$ cat src/master_clock_consts.svh
// Constants of the master clocking unit: offsets, fields, resets, fixed divider.
// Assumes inclusion by bare name from the package and the top module.
`ifndef MASTER_CLOCK_CONSTS_SVH
`define MASTER_CLOCK_CONSTS_SVH

// ------------------------------------------------------------
// Register byte offsets
// ------------------------------------------------------------
`define OFS_CTRL 12'h000
`define OFS_DIV_LOW 12'h004
`define OFS_DIV_HIGH 12'h008
`define OFS_STATUS 12'h00c
`define OFS_PORT_BASE 12'h010

// ------------------------------------------------------------
// Field positions and widths
// ------------------------------------------------------------
`define CTRL_FLEX_BIT 0
`define DIV_LOW_W 6
`define DIV_HIGH_W 5
`define DIV_W 11
`define PCFG_RXC_LSB 0
`define PCFG_RXD_BIT 2
`define PCFG_TXC_LSB 3
`define PCFG_TXD_BIT 5
`define PCFG_T1_BIT 6
`define ST_RESET_BIT 16
`define ST_CLKU_BIT 17
`define ST_SERIAL_BIT 18
`define ST_CNT_LSB 24

// ------------------------------------------------------------
// Reset values and fixed-mode divider
// ------------------------------------------------------------
`define RST_FLEX 1'b1
`define RST_DIV_LOW 6'h00
`define RST_DIV_HIGH 5'h00
`define RST_PCFG 7'h00
`define FIXED_DIV_LOW 6'h23
`define FIXED_DIV_HIGH 5'h02
`define HOST_IF_PARALLEL 2'h0
`define NUM_PORTS 4

`endif

$ cat src/master_clock_pkg.sv
// Types of the master clocking unit.
// Assumes master_clock_consts.svh is on the include path.
package master_clock_pkg;
   `include "master_clock_consts.svh"

   typedef enum logic [1:0] {
      CODE_NRZ = 2'b00,
      CODE_CMI = 2'b01,
      CODE_AMI = 2'b10,
      CODE_HDB3 = 2'b11
   } line_code_t;

   typedef enum logic [1:0] {
      FMT_DUAL = 2'b00,
      FMT_VIOL = 2'b01,
      FMT_AMI_ERR = 2'b10,
      FMT_NRZ_MARK = 2'b11
   } framer_fmt_t;
endpackage : master_clock_pkg

$ cat src/rail_code_decode.sv
// Per-port decode of line code and rail selection into framer pin usage.
// Assumes a single clock and synchronous active-low reset.
module rail_code_decode
   import master_clock_pkg::*;
(
   input wire logic mclk,
   input wire logic reset_n,
   input wire logic [1:0] rx_code_select,
   input wire logic rx_dual_rail_sel,
   input wire logic [1:0] tx_code_select,
   input wire logic tx_dual_rail_sel,
   output framer_fmt_t rx_fmt,
   output framer_fmt_t tx_fmt
);
   function automatic framer_fmt_t fmt_of(input logic [1:0] code, input logic dual, input logic is_tx);
      framer_fmt_t f;
      f = FMT_DUAL;
      case (line_code_t'(code))
         CODE_NRZ: f = (is_tx || !dual) ? FMT_NRZ_MARK : FMT_DUAL;
         CODE_AMI: f = dual ? FMT_DUAL : FMT_AMI_ERR;
         CODE_HDB3, CODE_CMI: f = dual ? FMT_DUAL : FMT_VIOL;
         default: f = FMT_DUAL;
      endcase
      return f;
   endfunction : fmt_of

   always_ff @(posedge mclk) begin
      if (!reset_n) begin
         rx_fmt <= FMT_NRZ_MARK;
         tx_fmt <= FMT_NRZ_MARK;
      end else begin
         rx_fmt <= fmt_of(rx_code_select, rx_dual_rail_sel, 1'b0);
         tx_fmt <= fmt_of(tx_code_select, tx_dual_rail_sel, 1'b1);
      end
   end
endmodule : rail_code_decode

$ cat src/master_clock_pll_control.sv
// Master clocking unit control: PLL divider selection, PLL and clock-unit resets,
// APB register slave, per-port rate and framer format selection.
// Assumes APB master on mclk; strap pins and mode select synchronous to mclk.
//
// Added by the designer: the address map and the APB slave port.
`include "master_clock_consts.svh"

// Functional notes
// - Flex enable one: host programs dividers
// - Flex mode: per-port E1/T1 choice
// - Reset leaves unit in flexible mode
// - Fixed mode: internal dividers, ports common
// - Parallel flex: divider change resets PLL
// - E1/T1 switch resets clock unit only
// - Parallel fixed: divider writes never reset
// - Serial flex: straps set divider, change resets
// - Fixed mode ignores divider registers and straps; port 0 register sets the common rate, each port register its format
// - Reset forces PLL reset and flex
// - Flex toggle resets if divider differs fixed
// - Each PLL reset resets clock system
// - Straps share register divider encoding
// - Code select and rail bit encoding
// - Framer pins usage per mode
module master_clock_pll_control
   import master_clock_pkg::*;
(
   input wire logic mclk,
   input wire logic reset_n,
   input wire logic psel,
   input wire logic penable,
   input wire logic pwrite,
   input wire logic [11:0] paddr,
   input wire logic [31:0] pwdata,
   output logic [31:0] prdata,
   output logic pready,
   output logic pslverr,
   input wire logic [1:0] host_if_select,
   input wire logic [10:0] strap_pins,
   output logic pll_reset,
   output logic clk_unit_reset,
   output logic [10:0] pll_divider,
   output logic flex_freq_enable,
   output logic [3:0] port_t1_mode,
   output logic [7:0] rx_framer_fmt,
   output logic [7:0] tx_framer_fmt
);
   localparam logic [10:0] FIXED_DIV = {`FIXED_DIV_HIGH, `FIXED_DIV_LOW};

   // ------------------------------------------------------------
   // Register state
   // ------------------------------------------------------------
   logic flex_r;
   logic [5:0] pll_divider_reg_low;
   logic [4:0] pll_divider_reg_high;
   logic [6:0] port_cfg_r [`NUM_PORTS];
   logic [31:0] prdata_r;
   logic pready_r;
   logic pslverr_r;
   logic pll_reset_r;
   logic clk_unit_reset_r;
   logic [10:0] pll_divider_r;
   logic [3:0] port_t1_r;
   logic [10:0] strap_prev_r;
   logic strap_seen_r;
   logic [7:0] pll_reset_cnt_r;

   // ------------------------------------------------------------
   // Bus decode
   // ------------------------------------------------------------
   function automatic logic [3:0] reg_index(input logic [11:0] a);
      logic [3:0] idx;
      idx = 4'hf;
      if (a[1:0] == 2'h0 && a[11:5] == 7'h00) begin
         idx = {1'b0, a[4:2]};
      end
      return idx;
   endfunction : reg_index

   logic access;
   logic wr_en;
   logic [3:0] widx;
   logic serial_mode;
   logic [10:0] reg_div;
   logic [10:0] new_reg_div;
   logic div_write_change;
   logic flex_wr;
   logic flex_toggle;
   logic strap_change;
   logic pll_trig;
   logic [3:0] t1_nxt;

   assign access = psel && penable;
   assign wr_en = access && pready_r && pwrite;
   assign widx = reg_index(paddr);
   assign serial_mode = (host_if_select != `HOST_IF_PARALLEL);
   assign reg_div = {pll_divider_reg_high, pll_divider_reg_low};
   assign new_reg_div = (widx == 4'h1) ? {pll_divider_reg_high, pwdata[5:0]} :
                        (widx == 4'h2) ? {pwdata[4:0], pll_divider_reg_low} : reg_div;
   assign flex_wr = wr_en && (widx == 4'h0);
   assign flex_toggle = flex_wr && (pwdata[`CTRL_FLEX_BIT] != flex_r);
   // only a changing write in flexible parallel mode counts
   assign div_write_change = wr_en && !serial_mode && flex_r && (new_reg_div != reg_div);
   // strap changes count in serial flexible mode only
   assign strap_change = serial_mode && flex_r && strap_seen_r && (strap_pins != strap_prev_r);
   // toggle resets only when the active divider would differ from fixed
   assign pll_trig = div_write_change || strap_change ||
                     (flex_toggle && ((serial_mode ? strap_pins : reg_div) != FIXED_DIV));

   // ------------------------------------------------------------
   // APB slave
   // ------------------------------------------------------------
   always_ff @(posedge mclk) begin
      if (!reset_n) begin
         pready_r <= 1'b0;
         pslverr_r <= 1'b0;
         prdata_r <= 32'h00000000;
      end else begin
         pready_r <= access && !pready_r;
         pslverr_r <= access && !pready_r && (widx == 4'hf);
         if (access && !pready_r) begin
            case (widx)
               4'h0: prdata_r <= {31'h00000000, flex_r};
               4'h1: prdata_r <= {26'h0000000, pll_divider_reg_low};
               4'h2: prdata_r <= {27'h0000000, pll_divider_reg_high};
               4'h3: prdata_r <= {pll_reset_cnt_r, 5'h00, serial_mode, clk_unit_reset_r,
                                  pll_reset_r, 5'h00, pll_divider_r};
               4'h4, 4'h5, 4'h6, 4'h7: prdata_r <= {25'h0000000, port_cfg_r[widx[1:0]]};
               default: prdata_r <= 32'h00000000;
            endcase
         end
      end
   end

   // ------------------------------------------------------------
   // Control registers
   // ------------------------------------------------------------
   always_ff @(posedge mclk) begin
      if (!reset_n) begin
         flex_r <= `RST_FLEX;
      end else if (flex_wr) begin
         flex_r <= pwdata[`CTRL_FLEX_BIT];
      end
   end

   always_ff @(posedge mclk) begin
      if (!reset_n) begin
         pll_divider_reg_low <= `RST_DIV_LOW;
         pll_divider_reg_high <= `RST_DIV_HIGH;
      end else if (wr_en) begin
         if (widx == 4'h1) begin
            pll_divider_reg_low <= pwdata[5:0];
         end
         if (widx == 4'h2) begin
            pll_divider_reg_high <= pwdata[4:0];
         end
      end
   end

   genvar gi;
   generate
      for (gi = 0; gi < `NUM_PORTS; gi++) begin : g_port
         always_ff @(posedge mclk) begin
            if (!reset_n) begin
               port_cfg_r[gi] <= `RST_PCFG;
            end else if (wr_en && widx == 4'(gi + 4)) begin
               port_cfg_r[gi] <= pwdata[6:0];
            end
         end

         // flexible: own choice; fixed: port 0 sets all
         assign t1_nxt[gi] = flex_r ? port_cfg_r[gi][`PCFG_T1_BIT] : port_cfg_r[0][`PCFG_T1_BIT];

         rail_code_decode u_dec (
            .mclk(mclk),
            .reset_n(reset_n),
            .rx_code_select(port_cfg_r[gi][1:0]),
            .rx_dual_rail_sel(port_cfg_r[gi][`PCFG_RXD_BIT]),
            .tx_code_select(port_cfg_r[gi][4:3]),
            .tx_dual_rail_sel(port_cfg_r[gi][`PCFG_TXD_BIT]),
            .rx_fmt(rx_framer_fmt[2*gi +: 2]),
            .tx_fmt(tx_framer_fmt[2*gi +: 2])
         );
      end
   endgenerate

   // ------------------------------------------------------------
   // Strap tracking
   // ------------------------------------------------------------
   always_ff @(posedge mclk) begin
      if (!reset_n) begin
         strap_prev_r <= 11'h000;
         strap_seen_r <= 1'b0;
      end else begin
         strap_prev_r <= strap_pins;
         strap_seen_r <= 1'b1;
      end
   end

   // ------------------------------------------------------------
   // Divider, PLL reset and clock-unit reset
   // ------------------------------------------------------------
   always_ff @(posedge mclk) begin
      if (!reset_n) begin
         pll_divider_r <= FIXED_DIV;
      end else if (!flex_r) begin
         pll_divider_r <= FIXED_DIV;
      end else begin
         pll_divider_r <= serial_mode ? strap_pins : reg_div;
      end
   end

   always_ff @(posedge mclk) begin
      if (!reset_n) begin
         pll_reset_r <= 1'b1;
      end else begin
         pll_reset_r <= pll_trig;
      end
   end

   always_ff @(posedge mclk) begin
      if (!reset_n) begin
         port_t1_r <= 4'h0;
         clk_unit_reset_r <= 1'b1;
      end else begin
         port_t1_r <= t1_nxt;
         clk_unit_reset_r <= pll_trig || (t1_nxt != port_t1_r);
      end
   end

   always_ff @(posedge mclk) begin
      if (!reset_n) begin
         pll_reset_cnt_r <= 8'h00;
      end else if (pll_trig) begin
         pll_reset_cnt_r <= pll_reset_cnt_r + 8'h01;
      end
   end

   assign prdata = prdata_r;
   assign pready = pready_r;
   assign pslverr = pslverr_r;
   assign pll_reset = pll_reset_r;
   assign clk_unit_reset = clk_unit_reset_r;
   assign pll_divider = pll_divider_r;
   assign flex_freq_enable = flex_r;
   assign port_t1_mode = port_t1_r;
endmodule : master_clock_pll_control

$ cat config.mk
export PLATFORM = sky130hd
export DESIGN_NAME = master_clock_pll_control
export DESIGN_NICKNAME = d
export VERILOG_FILES = /design/src/master_clock_pkg.sv /design/src/rail_code_decode.sv /design/src/master_clock_pll_control.sv
export VERILOG_INCLUDE_DIRS = /design/src
export SDC_FILE = /design/constraint.sdc
export NUM_CORES = 1
export LEC_CHECK = 0
export BUFFER_PORTS_ARGS = -buffer_cell sky130_fd_sc_hd__buf_4
export CAP_MARGIN = 30
export CORE_UTILIZATION = 57
export DETAILED_ROUTE_END_ITERATION = 10
export PLACE_DENSITY_LB_ADDON = 0.3
export SLEW_MARGIN = 20
export SYNTH_ARGS = -nofsm -noshare
export SYNTH_HDL_FRONTEND = slang
export SYNTH_SLANG_ARGS = --single-unit
$ cat constraint.sdc
create_clock -name mclk -period 4.66 [get_ports mclk]
set_clock_uncertainty 0.1 [all_clocks]
set_input_delay 0.466 -clock mclk [delete_from_list [all_inputs] [get_ports mclk]]
set_output_delay 0.466 -clock mclk [all_outputs]
set_load 0.01 [all_outputs]
==> results.yml <==
final_layout:
  nNetsFinal: 653
  stdcell_count: 711
  final_core_util_pct: 74.5
  area_growth_pct: 26.6
  multiInputGateArea_mm2: 0.00231
  n_antenna_cell: 0
  num-fill-cells: 603
  seq_area_mm2: 0.00262
  drive_above_1_share_pct: 26.0
sta:
  fin_crit_ns: 2.74
  hold_violations: 0
  rsz0062_at_grt: "no"
  finalSetupViolCount: 0
  period_share_pct: 58.7
  drv_slew: 0
  relSlewSlack_pct: 43.8
  tightest_slew_ns: 0.837
  fmax_ghz: 0.365
  setup_slack_ns: 1.92
  setup_tns_ns: 0
synthesis:
  yosysSeqAreaShare_pct: 51.4
  yosys-top-cells-count: "89 x dfxtp_1, 53 x nand2_1, 47 x and2_1"
  synth.area.top_cells: "dfxtp_1 35%, edfxtp_1 16%, and2_1 5.8%"
  syn-mean-instance-area_um2: 10.1
  syn_area_mm2: 0.00510
  post-synth-top-area-fraction_pct: 34.9
  synth_top_cell_by_area: "dfxtp_1"
  synth_cells: 503
  async_reset_ff_share_pct: 0
  synth_seq_cells: 117
  synthFlopType: "dfxtp_1"
  synth_edf_count: 28
  ys.warnings.count: 0
  synth.distinct_cells: 48
  synth.most_common_cell: "dfxtp_1"
power:
  seqPwrFrac_pct: 41.0
  total_power_mw: 2.65
  intPower_mw: 2.10
  p_sw_share_pct: 20.7
  p_per_area_mw_per_mm2: 410
  vdd_drop_max_uv: 260
  leakage_nw: 2.70
  comb_power_share_pct: 6.9
  clock_power_share_pct: 52.0
  p_switching_uw: 548
setup_path:
  cp_data_arrival_time_ns: 2.85
  critical_path.top_delay_family: "simple AND/OR/NAND/NOR gates"
  cpPeakStageDelay_ns: 0.67
  crit_path_start_kind: "input pin"
  crit_slowest_cell: "o21ai_0"
  critPathBufInv: 2
  critPathKind: "input pin to flip-flop"
  cp_max_fo: 8
  cp-end-kind: "flip-flop"
  crit_required_ns: 4.77
  path_cells: "buf_4, or4_4, nor4_4, nand4_1, o21ai_0, buf_2"
floorplan:
  core_mm2: 0.00868
  die_h_um: 96.6
  die_area_mm2: 0.00934
  initial_core_util_pct: 58.8
  core.rowCount: 34
  num_io_pins: 130
  die_x_um: 96.6
drt:
  num_vias: 4065
  ant_nets: 0
  viasPerCell: 5.72
  drt_wl_total_mm: 12.2
  dr.pass1.iters: 5
  routedWlPerCell_um: 17.2
  route.detailed.drc: 0
  drt_iter0_drc: 309
global_routing:
  grt_max_degree: 60
  antenna_found_initial: 0
  grt_pass1_wl_mm: 19.8
  grt-ovfl-total: 0
  grt_pass1_vias: 4034
  grt_usage_pct: 27.1
clock_tree:
  cts_resized: 0
  clk_pin_slew_ns: 0.06
  cts_root_buf: "clkbuf_8"
  cts_tree: "built"
  postCtsSetupBuffers: 0
  clk_path_buf_depth: 2
  ctsHoldBuffers: 0
  cts_buffers: 17
  clk_latency_ns: 0.51
  cts_sinks: 117
  ctsHtreeMaxLevel: 4
placement:
  portBuffers: 94
  post-place-ws_ns: 1.42
  dp.final_hpwl_mm: 8.08
  dp_cells: 678
  gp_congestion: 0.812
run:
  cap_violations: 0
worst_hold_path:
  hold_class: "input pin to flip-flop"
outcome:
  status: "finished clean"
## power by group through the flow
stage               Clock, mW  Combinational [mW]  Sequential (mW)
finish                   1.38               0.183             1.09
global route             1.44               0.197             1.09
floorplan                   0               0.102             1.11
global placement            0               0.174             1.11
detailed placement          0               0.179             1.11
CTS                      1.39               0.182             1.09
## layout make-up
type,instances,area share [%]
inverters,2,0.116
well taps,108,2.09
multi-input cells,353,35.8
repair buffers,99,11.4
clock buffers,26,8.36
clock inverters,6,1.66
flip-flops and latches,117,40.6
## cells in the final DEF, fill, tap and decap left out, types with 6 or more instances in the layout
cell type / n
a21oi_1: 23
a22oi_1: 19
and2_1: 47
buf_4: 96
clkbuf_16: 18
clkbuf_8: 6
conb_1: 10
dfxtp_1: 89
edfxtp_1: 28
mux2_2: 8
mux2i_1: 20
mux4_2: 8
nand2_1: 53
nand2b_1: 8
nand3_1: 11
nand4_1: 13
nor2_1: 38
nor2b_1: 6
o21ai_0: 18
xnor2_1: 20
xor2_1: 6
## worst paths after layout
| path | from | end | slack, ns | cells after the start |
|---|---|---|---|---|
| setup / recovery | paddr[5] | port_cfg_r[2][6] | 1.92 | 6 |
| hold / removal | strap_pins[1] | strap_prev_r[1] | 0.10 | 2 |
| setup reg to reg | pready | port_cfg_r[2][6] | 2.57 | 4 |
| hold reg to reg | pll_reset_cnt_r[7] | pll_reset_cnt_r[7] | 0.37 | 2 |
## metrics by stage
stage / hold slack (ns) / instance area (µm²)
after floorplan: 0.342 / 5140
after global placement: 0.356 / 5800
after detailed placement: 0.364 / 5810
after CTS: 0.0822 / 6460
after global routing: 0.0840 / 6460
final: 0.100 / 6460
## state kept, by name (all words and copies together), names as in the netlist, 4 cells and up
register,flops
pll_reset_cnt_r,8
g_port.u_dec.tx_fmt,8
pll_divider_reg_low,6
pll_divider,11
port_t1_mode,4
port_cfg_r,28
g_port.u_dec.rx_fmt,8
prdata,22
pll_divider_reg_high,5
strap_prev_r,11
## logic make-up (layout without fill, tap and decap cells)
logic type,after synthesis,after routing,synth area share [%]
xor+xnor,26,26,4.46
buf+inv,42,133,3.92
simple gates,203,203,21.3
compound gates,77,77,9.39
mux,36,36,9.22
fa+ha+maj,1,1,0.245
other cells,1,10,0.0735
flops,117,117,51.4
## per-layer routing
metal | global-route usage, % | up-vias | share of wire [%]
li1 | - | 1912 | -
met1 | 33.2 | 1929 | 41
met2 | 45.3 | 190 | 49
met3 | 7.23 | 34 | 6.9
met4 | 10.8 | 0 | 2.4
met5 | 0 | - | 0
(Power assumes the default switching activity.)
